[src/ssr_pkg.sv]
// Shared constants for the slave state checker and its master end.
// Assumes a single 100 MHz clock shared by both ends.
package ssr_pkg;
  // Requested-state encodings in the low nibble of the request word.
  localparam logic [3:0] REQ_INIT   = 4'h1;
  localparam logic [3:0] REQ_PREOP  = 4'h2;
  localparam logic [3:0] REQ_BOOT   = 4'h3;
  localparam logic [3:0] REQ_SAFEOP = 4'h4;
  localparam logic [3:0] REQ_OP     = 4'h8;
  // Error acknowledge flag in the request word and error indication position in the status byte.
  localparam int         ACK_BIT    = 4;
  localparam int         ERR_BIT    = 4;
  // Status codes.
  localparam logic [15:0] CODE_NONE   = 16'h0000;
  localparam logic [15:0] CODE_UNSPEC = 16'h0001;
  localparam logic [15:0] CODE_NOMEM  = 16'h0002;
  localparam logic [15:0] CODE_REV    = 16'h0004;
  localparam logic [15:0] CODE_TRANS  = 16'h0011;
  localparam logic [15:0] CODE_UNKN   = 16'h0012;
  localparam logic [15:0] CODE_NOBOOT = 16'h0013;
  localparam logic [15:0] CODE_FW     = 16'h0014;
  localparam logic [15:0] CODE_MBX    = 16'h0015;
  // Mailbox areas: 0 carries master-to-slave, 1 carries slave-to-master.
  localparam int MBX_AREAS = 2;
  // Master-end register offsets and reset values.
  localparam logic [3:0]  OFF_CTRL   = 4'h0;
  localparam logic [3:0]  OFF_STATUS = 4'h4;
  localparam logic [3:0]  OFF_MBX    = 4'h8;
  localparam logic [1:0]  RESP_OKAY  = 2'h0;
  localparam logic [1:0]  RESP_SLVERR = 2'h2;
  localparam logic [31:0] RST_WORD   = 32'h0000_0000;

  // Device states; the wire code comes from state_code().
  typedef enum logic [2:0] {ST_INIT, ST_PREOP, ST_BOOT, ST_SAFEOP, ST_OP} ssr_state_t;

  // Mailbox area owner.
  typedef enum logic [1:0] {OWN_NONE, OWN_MASTER, OWN_LOCAL} ssr_owner_t;

  // Maps a state to its low-nibble code.
  function automatic logic [3:0] state_code(input ssr_state_t s);
    case (s)
      ST_INIT:   state_code = REQ_INIT;
      ST_PREOP:  state_code = REQ_PREOP;
      ST_BOOT:   state_code = REQ_BOOT;
      ST_SAFEOP: state_code = REQ_SAFEOP;
      ST_OP:     state_code = REQ_OP;
      default:   state_code = REQ_INIT;
    endcase
  endfunction : state_code
endpackage : ssr_pkg

[src/ssr_link_if.sv]
// Link between the fieldbus master end and the slave state checker.
// Both ends run on the same clock; no crossing is needed.
`timescale 1ns/1ns
interface ssr_link_if;
  logic       req_valid;   // One-cycle pulse carrying a request word.
  logic [7:0] req_word;    // Low nibble state, bit 4 error acknowledge.
  logic [7:0] al_status;   // Current state code with error indication.
  logic [15:0] code;       // Latched status code.
  logic [1:0] mbx_req;     // Master wants a mailbox area.
  logic [1:0] mbx_gnt;     // Master owns a mailbox area.

  modport master (output req_valid, output req_word, output mbx_req,
                  input al_status, input code, input mbx_gnt);
  modport device (input req_valid, input req_word, input mbx_req,
                  output al_status, output code, output mbx_gnt);
endinterface : ssr_link_if

[src/ssr_device.sv]
// Slave state checker: decodes state requests, accepts or rejects them,
// reports status with error indication, and guards two mailbox areas.
// Assumes the master end shares i_clk and pulses req_valid for one cycle.
//
// Our own choices: the address map and the AXI4-Lite register port.
`timescale 1ns/1ns
module ssr_device (
  input  wire logic       i_clk,
  input  wire logic       i_rst_n,
  ssr_link_if.device      link,
  input  wire logic       i_boot_supported,
  input  wire logic       i_fault_unspec,
  input  wire logic       i_fault_nomem,
  input  wire logic       i_rev_bad,
  input  wire logic       i_fw_bad,
  input  wire logic       i_mbx_cfg_bad,
  input  wire logic [1:0] i_loc_mbx_req,
  output logic      [1:0] o_loc_mbx_gnt,
  output logic      [3:0] o_state,
  output logic            o_err
);

  ssr_pkg::ssr_state_t state_reg;
  ssr_pkg::ssr_state_t state_next;
  logic                err_reg;
  logic                err_next;
  logic [15:0]         code_reg;
  logic [15:0]         code_next;
  logic [3:0]          req_nib;
  logic                ack;
  ssr_pkg::ssr_state_t target;
  logic                known;
  ssr_pkg::ssr_owner_t owner_reg [ssr_pkg::MBX_AREAS];

  // Request word fields.
  assign req_nib = link.req_word[3:0];
  assign ack     = link.req_valid & link.req_word[ssr_pkg::ACK_BIT];

  // Decode the requested target state and whether the encoding is known.
  always_comb begin
    known  = 1'b1;
    target = ssr_pkg::ST_INIT;
    case (req_nib)
      ssr_pkg::REQ_INIT:   target = ssr_pkg::ST_INIT;
      ssr_pkg::REQ_PREOP:  target = ssr_pkg::ST_PREOP;
      ssr_pkg::REQ_BOOT:   target = ssr_pkg::ST_BOOT;
      ssr_pkg::REQ_SAFEOP: target = ssr_pkg::ST_SAFEOP;
      ssr_pkg::REQ_OP:     target = ssr_pkg::ST_OP;
      default:             known  = 1'b0;
    endcase
  end

  // Transition checker. The acknowledge is applied first so that a request
  // carrying it is judged on a clean slate; faults are applied last so that
  // an event in the acknowledging cycle is never lost.
  always_comb begin
    state_next = state_reg;
    err_next   = err_reg;
    code_next  = code_reg;
    if (ack) begin
      err_next  = 1'b0;
      code_next = ssr_pkg::CODE_NONE;
    end
    if (link.req_valid) begin
      if (!known) begin
        err_next  = 1'b1;
        code_next = ssr_pkg::CODE_UNKN;
      end else if (target == state_reg) begin
        state_next = state_reg;
      end else begin
        case (state_reg)
          ssr_pkg::ST_INIT: begin
            if (target == ssr_pkg::ST_PREOP) begin
              if (i_fw_bad) begin
                err_next  = 1'b1;
                code_next = ssr_pkg::CODE_FW;
              end else begin
                state_next = ssr_pkg::ST_PREOP;
              end
            end else if (target == ssr_pkg::ST_BOOT) begin
              if (!i_boot_supported) begin
                err_next  = 1'b1;
                code_next = ssr_pkg::CODE_NOBOOT;
              end else if (i_mbx_cfg_bad) begin
                err_next  = 1'b1;
                code_next = ssr_pkg::CODE_MBX;
              end else begin
                state_next = ssr_pkg::ST_BOOT;
              end
            end else begin
              err_next  = 1'b1;
              code_next = ssr_pkg::CODE_TRANS;
            end
          end
          ssr_pkg::ST_PREOP: begin
            if (target == ssr_pkg::ST_INIT) begin
              state_next = ssr_pkg::ST_INIT;
            end else if (target == ssr_pkg::ST_SAFEOP) begin
              if (i_rev_bad) begin
                err_next  = 1'b1;
                code_next = ssr_pkg::CODE_REV;
              end else begin
                state_next = ssr_pkg::ST_SAFEOP;
              end
            end else begin
              err_next  = 1'b1;
              code_next = ssr_pkg::CODE_TRANS;
            end
          end
          ssr_pkg::ST_BOOT: begin
            // Boot may only be left towards INIT.
            if (target == ssr_pkg::ST_INIT) begin
              state_next = ssr_pkg::ST_INIT;
            end else begin
              err_next  = 1'b1;
              code_next = ssr_pkg::CODE_TRANS;
            end
          end
          ssr_pkg::ST_SAFEOP: begin
            if (target == ssr_pkg::ST_BOOT) begin
              err_next  = 1'b1;
              code_next = ssr_pkg::CODE_TRANS;
            end else begin
              state_next = target;
            end
          end
          ssr_pkg::ST_OP: begin
            if (target == ssr_pkg::ST_BOOT) begin
              err_next  = 1'b1;
              code_next = ssr_pkg::CODE_TRANS;
            end else begin
              state_next = target;
            end
          end
          default: begin
            state_next = ssr_pkg::ST_INIT;
          end
        endcase
      end
    end
    // Application faults keep the state and win over an ack, so that a fault
    // raised in the acknowledging cycle is never wiped out by the master.
    if (i_fault_nomem) begin
      err_next  = 1'b1;
      code_next = ssr_pkg::CODE_NOMEM;
    end else if (i_fault_unspec) begin
      err_next  = 1'b1;
      code_next = ssr_pkg::CODE_UNSPEC;
    end
  end

  // State, error indication and status code registers.
  always_ff @(posedge i_clk or negedge i_rst_n) begin
    if (!i_rst_n) begin
      state_reg <= ssr_pkg::ST_INIT;
      err_reg   <= 1'b0;
      code_reg  <= ssr_pkg::CODE_NONE;
    end else begin
      state_reg <= state_next;
      err_reg   <= err_next;
      code_reg  <= code_next;
    end
  end

  // Registered status outputs; SAFEOP with error reads 0x14.
  always_ff @(posedge i_clk or negedge i_rst_n) begin
    if (!i_rst_n) begin
      link.al_status <= {3'h0, 1'b0, ssr_pkg::REQ_INIT};
      link.code      <= ssr_pkg::CODE_NONE;
      o_state        <= ssr_pkg::REQ_INIT;
      o_err          <= 1'b0;
    end else begin
      link.al_status <= {3'h0, err_next, ssr_pkg::state_code(state_next)};
      link.code      <= code_next;
      o_state        <= ssr_pkg::state_code(state_next);
      o_err          <= err_next;
    end
  end

  // Mailbox guard: an area belongs to one party until that party lets go.
  // The master wins a same-cycle tie; the local side simply retries.
  always_ff @(posedge i_clk or negedge i_rst_n) begin
    if (!i_rst_n) begin
      for (int i = 0; i < ssr_pkg::MBX_AREAS; i++) begin
        owner_reg[i] <= ssr_pkg::OWN_NONE;
      end
    end else begin
      for (int i = 0; i < ssr_pkg::MBX_AREAS; i++) begin
        case (owner_reg[i])
          ssr_pkg::OWN_NONE: begin
            if (link.mbx_req[i]) begin
              owner_reg[i] <= ssr_pkg::OWN_MASTER;
            end else if (i_loc_mbx_req[i]) begin
              owner_reg[i] <= ssr_pkg::OWN_LOCAL;
            end
          end
          ssr_pkg::OWN_MASTER: begin
            if (!link.mbx_req[i]) begin
              owner_reg[i] <= ssr_pkg::OWN_NONE;
            end
          end
          ssr_pkg::OWN_LOCAL: begin
            if (!i_loc_mbx_req[i]) begin
              owner_reg[i] <= ssr_pkg::OWN_NONE;
            end
          end
          default: owner_reg[i] <= ssr_pkg::OWN_NONE;
        endcase
      end
    end
  end

  // Grants are registered copies of ownership, so both never rise together.
  always_ff @(posedge i_clk or negedge i_rst_n) begin
    if (!i_rst_n) begin
      link.mbx_gnt  <= 2'h0;
      o_loc_mbx_gnt <= 2'h0;
    end else begin
      for (int i = 0; i < ssr_pkg::MBX_AREAS; i++) begin
        link.mbx_gnt[i]  <= (owner_reg[i] == ssr_pkg::OWN_MASTER);
        o_loc_mbx_gnt[i] <= (owner_reg[i] == ssr_pkg::OWN_LOCAL);
      end
    end
  end

endmodule : ssr_device

[src/flat_wrapper.sv]
// flat-port wrapper written by rule: the top's interface ports become plain ports
module ssr_device_flat 
  (i_clk, i_rst_n, i_boot_supported, i_fault_unspec, i_fault_nomem, i_rev_bad, i_fw_bad, i_mbx_cfg_bad, i_loc_mbx_req, o_loc_mbx_gnt, o_state, o_err, link_req_valid, link_req_word, link_mbx_req, link_al_status, link_code, link_mbx_gnt);
  ssr_link_if link_i ();
  input  wire logic i_clk;
  input  wire logic i_rst_n;
  input  wire logic i_boot_supported;
  input  wire logic i_fault_unspec;
  input  wire logic i_fault_nomem;
  input  wire logic i_rev_bad;
  input  wire logic i_fw_bad;
  input  wire logic i_mbx_cfg_bad;
  input  wire logic [1:0] i_loc_mbx_req;
  output logic      [1:0] o_loc_mbx_gnt;
  output logic      [3:0] o_state;
  output logic o_err;
  input wire logic [$bits(link_i.req_valid)-1:0] link_req_valid;
  input wire logic [$bits(link_i.req_word)-1:0] link_req_word;
  input wire logic [$bits(link_i.mbx_req)-1:0] link_mbx_req;
  output wire logic [$bits(link_i.al_status)-1:0] link_al_status;
  output wire logic [$bits(link_i.code)-1:0] link_code;
  output wire logic [$bits(link_i.mbx_gnt)-1:0] link_mbx_gnt;
  assign link_i.req_valid = link_req_valid;
  assign link_i.req_word = link_req_word;
  assign link_i.mbx_req = link_mbx_req;
  assign link_al_status = link_i.al_status;
  assign link_code = link_i.code;
  assign link_mbx_gnt = link_i.mbx_gnt;
  ssr_device u_core (.i_clk(i_clk), .i_rst_n(i_rst_n), .link(link_i), .i_boot_supported(i_boot_supported), .i_fault_unspec(i_fault_unspec), .i_fault_nomem(i_fault_nomem), .i_rev_bad(i_rev_bad), .i_fw_bad(i_fw_bad), .i_mbx_cfg_bad(i_mbx_cfg_bad), .i_loc_mbx_req(i_loc_mbx_req), .o_loc_mbx_gnt(o_loc_mbx_gnt), .o_state(o_state), .o_err(o_err));
endmodule
[config.mk]
export PLATFORM = sky130hd
export DESIGN_NAME = ssr_device_flat
export DESIGN_NICKNAME = d
export VERILOG_FILES = /design/src/ssr_pkg.sv /design/src/ssr_link_if.sv /design/src/ssr_device.sv /design/src/flat_wrapper.sv
export SDC_FILE = /design/constraint.sdc
export NUM_CORES = 1
export LEC_CHECK = 0
export ABC_AREA = 0
export BUFFER_PORTS_ARGS = -buffer_cell sky130_fd_sc_hd__buf_2
export CORE_UTILIZATION = 45
export DETAILED_ROUTE_END_ITERATION = 12
export PLACE_DENSITY_LB_ADDON = 0.12
export SETUP_SLACK_MARGIN = 0.05
export SLEW_MARGIN = 10
export SYNTH_ARGS = -nofsm -noshare
export SYNTH_HDL_FRONTEND = slang
export SYNTH_SLANG_ARGS = --single-unit
[constraint.sdc]
create_clock -name i_clk -period 3 [get_ports i_clk]
set_input_delay 0.3 -clock i_clk [delete_from_list [all_inputs] [get_ports i_clk]]
set_output_delay 0.3 -clock i_clk [all_outputs]
set_load 0.03 [all_outputs]
==> summary.txt, run 1 <==
Timing
  – Setup Viol. Count Final: 0
  – Slew HR: 0.5584
  – Period utilisation layout: 0.7912
  – Fin crit period: 2.374 ns
  – Fmax: 421.3 MHz
  – Clock skew: about 0.0043 ns
  – Least-Margin Pin Slew: 0.6624 ns
  – Final worst setup slack: ~0.63 ns
  – Setup TNS: 0 ns
  – RSZ-0062 raised after global routing: no
  – Fin. max-slew vios: 0
  – Final hold vios: 0

Setup path
  – R2R cell count: 7
  – Critical-path cell list: buf_4 -> or4b_2 -> o32ai_1 -> a2111o_1 -> a211o_1 -> nand4bb_1 -> o21ai_1
  – Reg2Reg Launch Point: u_core.state_reg[0]$_DFF_PN0_
  – CP top delay family: simple AND/OR/NAND/NOR gates
  – Critical path's slowest cell: or4b_2
  – Worst R2R End: u_core.o_state[1]$_DFF_PN0_
  – Worst reg-to-reg setup slack: 0.63 ns
  – CP Capture Type: register
  – Worst-path fanout max: 15
  – Worst Path Required: 3.16 ns
  – Setup CP Type: register to register
  – CP max stage delay: about 0.66 ns
  – Worst setup SP type: register
  – WP buf/inv: 1
  – CP Data Arrival Time: roughly 2.5 ns

Global routing
  – Antenna violations before repair: 0
  – Largest net degree at the start of global routing: 33
  – Overflow after GRT: 0
  – GRT Total Usage: 0.2076
  – Vias in the first global route: 1781
  – First-pass GRT wire length: between 8 and 9 mm

Synth
  – Syn Area/Cell: a little under 9 um2
  – Post-synth EDFFs: 0
  – Top post-synthesis cells by area: dfrtp_1 (35%), o21ai_0 (4.0%), nor2_1 (3.7%), inv_1 (3.4%), nor2_2 (3.1%)
  – Mux contribution to synthesized area: 0.008984
  – Post-Synth XOR/XNOR Area: 0
  – Fraction of registers with async set/reset: 1.000
  – Cells after synthesis: approximately 250
  – Compound-Gate Fraction of Synth Area: 0.2454
  – Synth Area in Adders: 0
  – Combinational family with the most area after synthesis: simple AND/OR/NAND/NOR gates
  – Most common cell in the netlist: dfrtp_1
  – FF+latch count, synth: 32
  – Area share of the leading cell type in the synthesized netlist: 0.3481
  – Top FF cell, synth: dfrtp_1
  – Synthesized cell area: about 2200 um2
  – Ys Warns: 0
  – Post-synthesis simple-gate area fraction: 0.2785
  – Synth top cells by count: dfrtp_1 (31), nor2_1 (22), inv_1 (20)
  – Post-synth cell types: 69
  – Biggest area consumer among synthesized cells: dfrtp_1
  – Sequential area share after synthesis: 0.3599

Routing
  – DRC viols: 0
  – Vias post-DR: about 1900
  – DRT iter0 DRCs: approximately 160
  – Antenna-violating nets left: 0
  – Wire length per cell: 14.11 um
  – WL final: approximately 5 mm
  – DRT Pass-1 Iters: 5
  – Via/cell ratio: 5.376

Cells and area
  – Area of the multi-input gates: about 1200 um2
  – Layout cell share with drive strength beyond 1: 0.3114
  – Number of flip-flops in the largest register: 16
  – ANT cells: 0
  – # fillers: between 400 and 500
  – Fin nets: ~300
  – FF/Latch Area: 802.0 um2
  – Area delta synth->final: 12.46%

Floorplan
  – Full die area: about 5200 um2
  – Die Span X: around 72 um
  – Placement Rows: 25
  – Ports: between 50 and 60
  – Core area: 4755 um2
  – Die Ht: slightly above 70 um
  – Starting utilization of the core area: 0.4687

Placement
  – I/O Buffers: 47
  – Pre-CTS WS: between 0.5 and 0.6 ns
  – Placed wire-length estimate: about 3.7 mm
  – Gpl congestion: approximately 0.9

Pwr
  – VDD IR max: 0.0003105 V
  – Power Density: about 600 nW/um2
  – Leakage: approximately 1.1 nW

Clock tree
  – Number of setup buffers added after CTS: 0
  – Clk slew on worst S/H paths: ~0.060 ns
  – Clock Path Buffers: 2
  – Root buffer cell: clkbuf_8
  – Worst skew pair latency: 0.27 ns
  – H-tree depth: 2
  – Post-cts sizing count: 0
  – CTS sink count: 32
  – CTS tree: done
  – Post-CTS Hold Buffers: 0
  – CTS buffer count: 5

Run status
  – Status: finished, final reports clean

Flow run
  – Max_cap viols: 0

Hold path
  – Worst hold-check path type: input port to async pin
## layout make-up
cell class / count / share of cell area
well taps: 67 / 0.03345
clock buffers: 6 / 0.03295
multi-input cells: 179 / 0.4783
repair buffers: 49 / 0.09985
clock inverters: 2 / 0.003994
flip-flops and latches: 32 / 0.3200
inverters: 21 / 0.03145
## how the worst max path moves through the flow
stage	cells past startpoint	startpoint	endpoint	slack, ns
finish	7	u_core.state_reg[0]$_DFF_PN0_	u_core.o_state[1]$_DFF_PN0_	0.63
global placement	8	link_req_word[2]	u_core.link.al_status[3]$_DFF_PN0_	0.56
floorplan	8	u_core.state_reg[0]$_DFF_PN0_	u_core.code_reg[10]$_DFF_PN0_	1.0
detailed placement	8	link_req_word[0]	u_core.link.al_status[3]$_DFF_PN0_	0.53
CTS	7	u_core.state_reg[0]$_DFF_PN0_	u_core.o_state[1]$_DFF_PN0_	0.63
global route	6	u_core.state_reg[0]$_DFF_PN0_	u_core.err_reg$_DFF_PN0_	0.46
## worst reg2reg max path: cells and delay by family (launching register included)
family / cells / cell delay, ns
flops: 1 / 0.53
compound gates: 4 / 0.66
buf+inv: 1 / 0.25
simple gates: 2 / 0.83
## layer usage
metal / vias up / share of wire / GRT usage
li1: 970 / - / -
met1: 879 / 0.48 / 0.3011
met2: 57 / 0.46 / 0.3084
met3: 8 / 0.050 / 0.04444
met4: 0 / 0.012 / 0.06536
met5: - / 0 / 0
## per-stage QoR
stage	cell area, um2	total power [mW]	util	hold slack, ns	std cells
floorplan	2236	1.067	-	0.004409	255
global placement	2414	1.195	0.5076	0.3782	348
detailed placement	2414	1.197	0.5076	0.3761	348
CTS	2506	1.528	0.5271	0.07739	356
global route	2506	1.621	0.5271	0.1258	356
finish	2506	1.518	0.5271	0.05436	356
## kinds of logic after synthesis
logic type / count (synthesis)
AOI/OAI and AO/OA: 74
buffers and inverters: 44
DFF: 32
muxes: 2
other: 1
and+or+nand+nor: 100
## cells in the final DEF, fill, tap and decap left out, drive strengths merged, types with 5 or more instances in the layout
cell type and instances:
a21oi 13, buf 49, clkbuf 6, dfrtp 31, inv 21, nand2 12, nand2b 5, nor2 33
nor2b 7, nor3 10, o21ai 21, o32ai 5
## power breakdown
part	internal (mW)	switching (mW)	leakage (nW)	total, mW
logic	0.222	0.418	0.619	0.641
registers	0.483	0.0685	0.415	0.551
clock network	0.183	0.143	0.0510	0.326
total	0.888	0.630	1.08	1.52
Note: power is estimated with default switching activity, not from simulation.
==> run 2: changes to the inputs <==
clock period = 2.01 ns   (was 3 ns; I/O delays follow)
==> summary.txt, run 2 (synthesized netlist as in run 1, its figures left out) <==
Routing
  – WL final: 5.817 mm (was 5.023 mm)
  – DRT Pass-1 Iters: 4 (was 5)
  – Antenna-violating nets left: 0 (unchanged)
  – DRT iter0 DRCs: 114 (was 158)
  – Wire length per cell: 14.40 um (was 14.11 um)
  – Vias post-DR: 2138 (was 1914)
  – DRC viols: 0 (unchanged)
  – Via/cell ratio: 5.292 (was 5.376)

Floorplan
  – Core area: 4755 um2 (unchanged)
  – Die Span X: 72.37 um (unchanged)
  – Placement Rows: 25 (unchanged)
  – Starting utilization of the core area: 0.4687 (unchanged)
  – Full die area: 5237 um2 (unchanged)
  – Ports: 54 (unchanged)
  – Die Ht: 72.37 um (unchanged)

Hold path
  – Worst Hold Depth: 3
  – Worst hold-check path type: input port to register (was input port to async pin)
  – Min-delay src: i_fault_nomem

Timing
  – Final worst setup slack: 0.01203 ns (was 0.6263 ns)
  – Fin crit period: 1.998 ns (was 2.374 ns)
  – Fmax: 500.5 MHz (was 421.3 MHz)
  – Fin. max-slew vios: 0 (unchanged)
  – Least-Margin Pin Slew: 0.7011 ns (was 0.6624 ns)
  – RSZ-0062 raised after global routing: yes (was no)
  – Slew HR: 0.5326 (was 0.5584)
  – Setup TNS: 0 ns (unchanged)
  – Setup Viol. Count Final: 0 (unchanged)
  – Clock skew: 0.004758 ns (was 0.004288 ns)
  – Hold Slack: 0.1661 ns (was 0.05436 ns)
  – Period utilisation layout: 0.9940 (was 0.7912)
  – Final hold vios: 0 (unchanged)

Cells and area
  – Fin nets: 358 (was 309)
  – Most common cell after layout, fill and taps aside: buf_2 (unchanged)
  – Post-Layout Cell Count: 404 (was 356)
  – Number of flip-flops in the largest register: 16 (unchanged)
  – Area delta synth->final: 36.16% (was 12.46%)
  – Most frequent cells in the layout: buf_2 (47), buf_4 (43), dfrtp_1 (28) (was buf_2 (47), dfrtp_1 (31), nor2_1 (22))
  – Final instance area: 3034 um2 (was 2506 um2)
  – Layout cell share with drive strength beyond 1: 0.4510 (was 0.3114)
  – ANT cells: 0 (unchanged)

Setup path
  – Worst setup SP type: register (unchanged)
  – Critical-path cell list: nor4bb_4 -> o21ai_1 -> nand2_1 -> or3b_4 -> o311ai_4 -> buf_12 -> nor2_2 (was buf_4 -> or4b_2 -> o32ai_1 -> a2111o_1 -> a211o_1 -> nand4bb_1 -> o21ai_1)
  – Critical path's slowest cell: dfrtp_2 (was or4b_2)
  – Worst-path fanout max: 12 (was 15)
  – Setup CP Type: register to register (unchanged)
  – CP Capture Type: register (unchanged)
  – CP max stage delay: 0.46 ns (was 0.66 ns)
  – Worst Path Required: 2.18 ns (was 3.16 ns)
  – CP Data Arrival Time: 2.17 ns (was 2.53 ns)
  – CP top delay family: simple AND/OR/NAND/NOR gates (unchanged)
  – WP buf/inv: 1 (unchanged)
  – Critical Path Stages: 7 (unchanged)
  – R2R cell count: 7 (unchanged)
  – CP Launch Point: u_core.state_reg[0]$_DFF_PN0_ (unchanged)
  – Reg2Reg Launch Point: u_core.state_reg[0]$_DFF_PN0_ (unchanged)

Run status
  – Status: finished, final reports clean (unchanged)

Placement
  – I/O Buffers: 47 (unchanged)
  – Post-Place Cells: 392 (was 348)
  – Placed wire-length estimate: 4.259 mm (was 3.693 mm)
  – DP Area: 2796 um2 (was 2414 um2)
  – Gpl congestion: 0.9162 (was 0.8891)
  – Pre-CTS WS: -0.1446 ns (was 0.5322 ns)

Global routing
  – First-pass GRT wire length: 9.349 mm (was 8.514 mm)
  – Overflow after GRT: 0 (unchanged)
  – Met3 global-route usage: 0.04306 (was 0.04444)
  – Met2 GRT Util: 0.3697 (was 0.3084)
  – Met1 usage: 0.3289 (was 0.3011)
  – Grt peak-use layer: met2 (unchanged)
  – Vias in the first global route: 1951 (was 1781)
  – GRT Total Usage: 0.2300 (was 0.2076)
  – Antenna violations before repair: 0 (unchanged)
  – Largest net degree at the start of global routing: 33 (unchanged)

Pwr
  – Power Density: 869.4 nW/um2 (was 605.6 nW/um2)
  – Leakage: 1.367 nW (was 1.085 nW)
  – VDD IR max: 0.0005209 V (was 0.0003105 V)

Clock tree
  – Clk slew on worst S/H paths: 0.06 ns (about the same)
  – H-tree depth: 2 (unchanged)
  – CTS buffer count: 5 (unchanged)
  – CTS sink count: 32 (unchanged)
  – CTS tree: done (unchanged)
  – Root buffer cell: clkbuf_8 (unchanged)
  – Worst skew pair latency: 0.27 ns (about the same)
  – Clock Path Buffers: 2 (unchanged)

Flow run
  – Max_cap viols: 0 (unchanged)
==> run 2: changes by cell type in the layout (fill, tap and decap cells not counted), sizes merged <==
cell,previous run,this run
dlygate4sd3,0,1
buf,49,97
clkinv,2,1
==> run 2: area by class of cell <==
type,count,area (um2)
Fill cell,443,1720
Multi-Input combinational cell,179,1306
Sequential cell,32,805.8
Timing Repair Buffer,98,681.9
Tap cell,67,83.83
Inverter,21,78.83
Clock buffer,6,72.57
Clock inverter,1,5.005
==> run 2: power breakdown <==
part	total, mW	internal [mW]	switching, mW
registers	0.802	0.726	0.0759
clock network	0.444	0.235	0.209
logic	1.39	0.600	0.791
total	2.64	1.56	1.08
==> run 2: layer usage <==
layer,wire length (um),share of wire
met1,2739,0.47
met2,2808,0.48
met3,248,0.043
met4,21,0.0036
met5,0,0
==> run 2: worst paths after layout <==
| path | to | slack, ns |
|---|---|---|
| min reg2reg | u_core.link.mbx_gnt[0]$_DFF_PN0_ | 0.44 |
| min | u_core.code_reg[1]$_DFF_PN0_ | 0.17 |
| max in group asynchronous | u_core.state_reg[2]$_DFF_PN0_ | 1.01 |
| max reg2reg | u_core.code_reg[6]$_DFF_PN0_ | 0.01 |
| max | u_core.code_reg[6]$_DFF_PN0_ | 0.01 |
| min in group asynchronous | u_core.code_reg[11]$_DFF_PN0_ | 0.52 |
==> run 2: stage by stage <==
stage,power [mW],util
3_5_place_dp,2.017,0.5882
5_1_grt,2.786,0.6382
6_report,2.638,0.6382
2_1_floorplan,1.601,-
3_3_place_gp,2.018,0.5882
4_1_cts,2.494,0.6105
==> run 2: what timing repair did <==
item,CTS,global route
hold buffers,1,0
endpoints found under the setup margin,19,22
pin swaps,0,9
cloned,0,0
buffers inserted,0,4
resized for setup,5,20
hold endpoints to repair,31,0
==> run 2: tightest hold or removal path: stages <==
cell	delay (ns)
buf_2	0.10
a21oi_1	0.04
o31ai_1	0.05
==> run 3: changes to the inputs <==
ABC_AREA = 1   (was 0)
CTS_BUF_LIST = sky130_fd_sc_hd__clkbuf_2 sky130_fd_sc_hd__clkbuf_4 sky130_fd_sc_hd__clkbuf_8   (was default)
==> summary.txt, run 3 <==
Run status
  – Status: finished, final reports clean (unchanged)

Clock tree
  – CTS tree: done (unchanged)
  – CTS buffer count: 5 (unchanged)
  – Clock Path Buffers: 2 (unchanged)
  – H-tree depth: 2 (unchanged)
  – Worst skew pair latency: 0.28 ns (was 0.27 ns)
  – Number of setup buffers added after CTS: 0 (unchanged)
  – Clk slew on worst S/H paths: 0.07 ns (was 0.06 ns)
  – CTS sink count: 32 (unchanged)
  – Root buffer cell: clkbuf_8 (unchanged)

Synth
  – Biggest area consumer among synthesized cells: dfrtp_1 (unchanged)
  – Synth top cells by count: nand2_1 (72), nor2_1 (36), dfrtp_1 (31) (was dfrtp_1 (31), nor2_1 (22), inv_1 (20))
  – Fraction of registers with async set/reset: 1.000 (unchanged)
  – Post-synth EDFFs: 0 (unchanged)
  – Ys Warns: 0 (unchanged)
  – Top post-synthesis cells by area: dfrtp_1 (36%), nand2_1 (12%), nor2_1 (6.2%), nand3_1 (5.5%), o21ai_0 (5.3%) (was dfrtp_1 (35%), o21ai_0 (4.0%), nor2_1 (3.7%), inv_1 (3.4%), nor2_2 (3.1%))
  – FF+latch count, synth: 32 (unchanged)
  – Top FF cell, synth: dfrtp_1 (unchanged)
  – Post-synth cell types: 33 (was 69)
  – Syn Area/Cell: 7.163 um2 (was 8.808 um2)
  – Area share of the leading cell type in the synthesized netlist: 0.3551 (was 0.3481)
  – Synthesized cell area: 2185 um2 (was 2228 um2)
  – Most common cell in the netlist: nand2_1 (was dfrtp_1)
  – Cells after synthesis: 305 (was 253)
  – Sequential area share after synthesis: 0.3671 (was 0.3599)

Placement
  – Pre-CTS WS: 0.2167 ns (was -0.1446 ns)
  – Post-Place Cells: 396 (was 392)
  – Gpl congestion: 0.9026 (was 0.9162)
  – DP Area: 2431 um2 (was 2796 um2)
  – I/O Buffers: 47 (unchanged)
  – Placed wire-length estimate: 3.627 mm (was 4.259 mm)

Timing
  – Setup Viol. Count Final: 0 (unchanged)
  – Period utilisation layout: 0.8712 (was 0.9940)
  – Final worst setup slack: 0.2589 ns (was 0.01203 ns)
  – Final hold vios: 0 (unchanged)
  – Hold Slack: 0.1032 ns (was 0.1661 ns)
  – Setup TNS: 0 ns (unchanged)
  – Least-Margin Pin Slew: 0.6973 ns (was 0.7011 ns)
  – Slew HR: 0.5351 (was 0.5326)
  – Clock skew: 0.006284 ns (was 0.004758 ns)
  – Fin crit period: 1.751 ns (was 1.998 ns)
  – RSZ-0062 raised after global routing: no (was yes)
  – Fmax: 571.1 MHz (was 500.5 MHz)
  – Fin. max-slew vios: 0 (unchanged)

Floorplan
  – Die Span X: 71.68 um (was 72.37 um)
  – Core area: 4504 um2 (was 4755 um2)
  – Ports: 54 (unchanged)
  – Starting utilization of the core area: 0.4850 (was 0.4687)
  – Placement Rows: 24 (was 25)
  – Die Ht: 71.68 um (was 72.37 um)
  – Full die area: 5137 um2 (was 5237 um2)

Hold path
  – Worst hold-check path type: input port to register (unchanged)
  – Worst Hold End: u_core.code_reg[0]$_DFF_PN0_ (was u_core.code_reg[1]$_DFF_PN0_)
  – Min-delay src: i_fault_nomem (unchanged)
  – Worst Hold Depth: 2 (was 3)

Cells and area
  – Layout cell share with drive strength beyond 1: 0.3201 (was 0.4510)
  – Fin nets: 373 (was 358)
  – Final Util: 0.5669 (was 0.6382)
  – Most frequent cells in the layout: nand2_1 (72), buf_2 (47), nor2_1 (36) (was buf_2 (47), buf_4 (43), dfrtp_1 (28))
  – ANT cells: 0 (unchanged)
  – Final instance area: 2554 um2 (was 3034 um2)
  – Post-Layout Cell Count: 405 (was 404)
  – Area delta synth->final: 16.90% (was 36.16%)
  – Number of flip-flops in the largest register: 16 (unchanged)
  – Most common cell after layout, fill and taps aside: nand2_1 (was buf_2)

Global routing
  – Antenna violations before repair: 0 (unchanged)
  – Overflow after GRT: 0 (unchanged)
  – First-pass GRT wire length: 8.569 mm (was 9.349 mm)
  – Vias in the first global route: 1855 (was 1951)
  – Largest net degree at the start of global routing: 38 (was 33)
  – GRT Total Usage: 0.2092 (was 0.2300)

Routing
  – Vias post-DR: 2069 (was 2138)
  – Antenna-violating nets left: 0 (unchanged)
  – DRT iter0 DRCs: 110 (was 114)
  – WL final: 4.872 mm (was 5.817 mm)
  – DRC viols: 0 (unchanged)
  – Via/cell ratio: 5.109 (was 5.292)
  – Wire length per cell: 12.03 um (was 14.40 um)
  – DRT Pass-1 Iters: 4 (unchanged)

Pwr
  – Leakage: 1.313 nW (was 1.367 nW)
  – Power, Total: 2.655 mW (was 2.638 mW)
  – Power Density: 1040 nW/um2 (was 869.4 nW/um2)
  – VDD IR max: 0.0006657 V (was 0.0005209 V)

Setup path
  – CP max stage delay: 0.50 ns (was 0.46 ns)
  – WP buf/inv: 2 (was 1)
  – Worst reg-to-reg setup slack: 0.26 ns (was 0.01 ns)
  – Reg2Reg Launch Point: u_core.state_reg[1]$_DFF_PN0_ (was u_core.state_reg[0]$_DFF_PN0_)
  – Worst-path fanout max: 7 (was 12)
  – Critical-path cell list: inv_2 -> a21oi_2 -> nor2_2 -> nand2_2 -> nand3_1 -> o21bai_4 -> buf_4 -> nand2_1 -> a21oi_1 (was nor4bb_4 -> o21ai_1 -> nand2_1 -> or3b_4 -> o311ai_4 -> buf_12 -> nor2_2)
  – Worst R2R End: u_core.code_reg[3]$_DFF_PN0_ (was u_core.code_reg[6]$_DFF_PN0_)
  – CP top delay family: flip-flops (was simple AND/OR/NAND/NOR gates)
  – Worst setup SP type: register (unchanged)
  – CP Capture Type: register (unchanged)
  – Worst Path Required: 2.21 ns (was 2.18 ns)
  – CP Data Arrival Time: 1.95 ns (was 2.17 ns)
  – Critical path's slowest cell: dfrtp_1 (was dfrtp_2)
  – Setup CP Type: register to register (unchanged)
  – R2R cell count: 9 (was 7)

Flow run
  – Max_cap viols: 0 (unchanged)
==> run 3: worst max path at each step <==
| stage | endpoint | slack [ns] | startpoint | depth (start not counted) |
|---|---|---|---|---|
| floorplan | u_core.code_reg[10]$_DFF_PN0_ | 0.45 | u_core.state_reg[0]$_DFF_PN0_ | 8 |
| global placement | u_core.code_reg[15]$_DFF_PN0_ | 0.22 | u_core.state_reg[0]$_DFF_PN0_ | 9 |
| detailed placement | u_core.code_reg[15]$_DFF_PN0_ | 0.22 | u_core.state_reg[0]$_DFF_PN0_ | 9 |
| CTS | u_core.code_reg[3]$_DFF_PN0_ | 0.18 | u_core.state_reg[0]$_DFF_PN0_ | 9 |
| global route | u_core.o_state[0]$_DFF_PN1_ | 0.09 | u_core.state_reg[1]$_DFF_PN0_ | 11 |
| finish | u_core.code_reg[3]$_DFF_PN0_ | 0.26 | u_core.state_reg[1]$_DFF_PN0_ | 9 |
==> run 3: logic make-up after synthesis <==
| logic type | Yosys count | share of synthesized area |
|---|---|---|
| AOI/OAI and AO/OA | 58 | 0.1667 |
| xor gates and xnor gates | 1 | 0.004010 |
| and+or+nand+nor | 165 | 0.3551 |
| DFF | 32 | 0.3671 |
| other | 1 | 0.001717 |
| buffers and inverters | 48 | 0.1054 |
==> run 3: timing repair <==
| action | 4_1_cts | 5_1_grt |
|---|---|---|
| hold endpoints to repair | 31 | 0 |
| resized for setup | 0 | 1 |
| setup endpoints to repair | 0 | 14 |
| hold buffers | 1 | 0 |
==> run 3: report_power, final <==
part / internal (mW) / switching, mW
Clock: 0.367 / 0.245
Combinational: 0.423 / 0.811
Sequential: 0.727 / 0.0819
Total: 1.52 / 1.14
==> run 3: worst reg2reg max path: cells and delay by family, from the launching register on <==
family                 cells  cell delay (ns)
and+or+nand+nor            4             0.37
DFF                        1             0.50
buffers and inverters      2             0.31
AOI/OAI and AO/OA          3             0.49
==> run 3: layer usage <==
metal | vias up | GRT usage | part of all wire
li1 | 1066 | - | -
met1 | 960 | 0.2904 | 0.51
met2 | 38 | 0.3312 | 0.45
met3 | 5 | 0.04641 | 0.031
met4 | 0 | 0.05447 | 0.0086
met5 | - | 0 | 0
==> run 3: cell type report <==
type | count | area, um2
Fill cell | 442 | 1951
Clock inverter | 3 | 42.54
Timing Repair Buffer | 55 | 297.8
Tap cell | 52 | 65.06
Sequential cell | 32 | 803.3
Inverter | 31 | 116.4
Multi-Input combinational cell | 227 | 1160
Clock buffer | 5 | 68.82
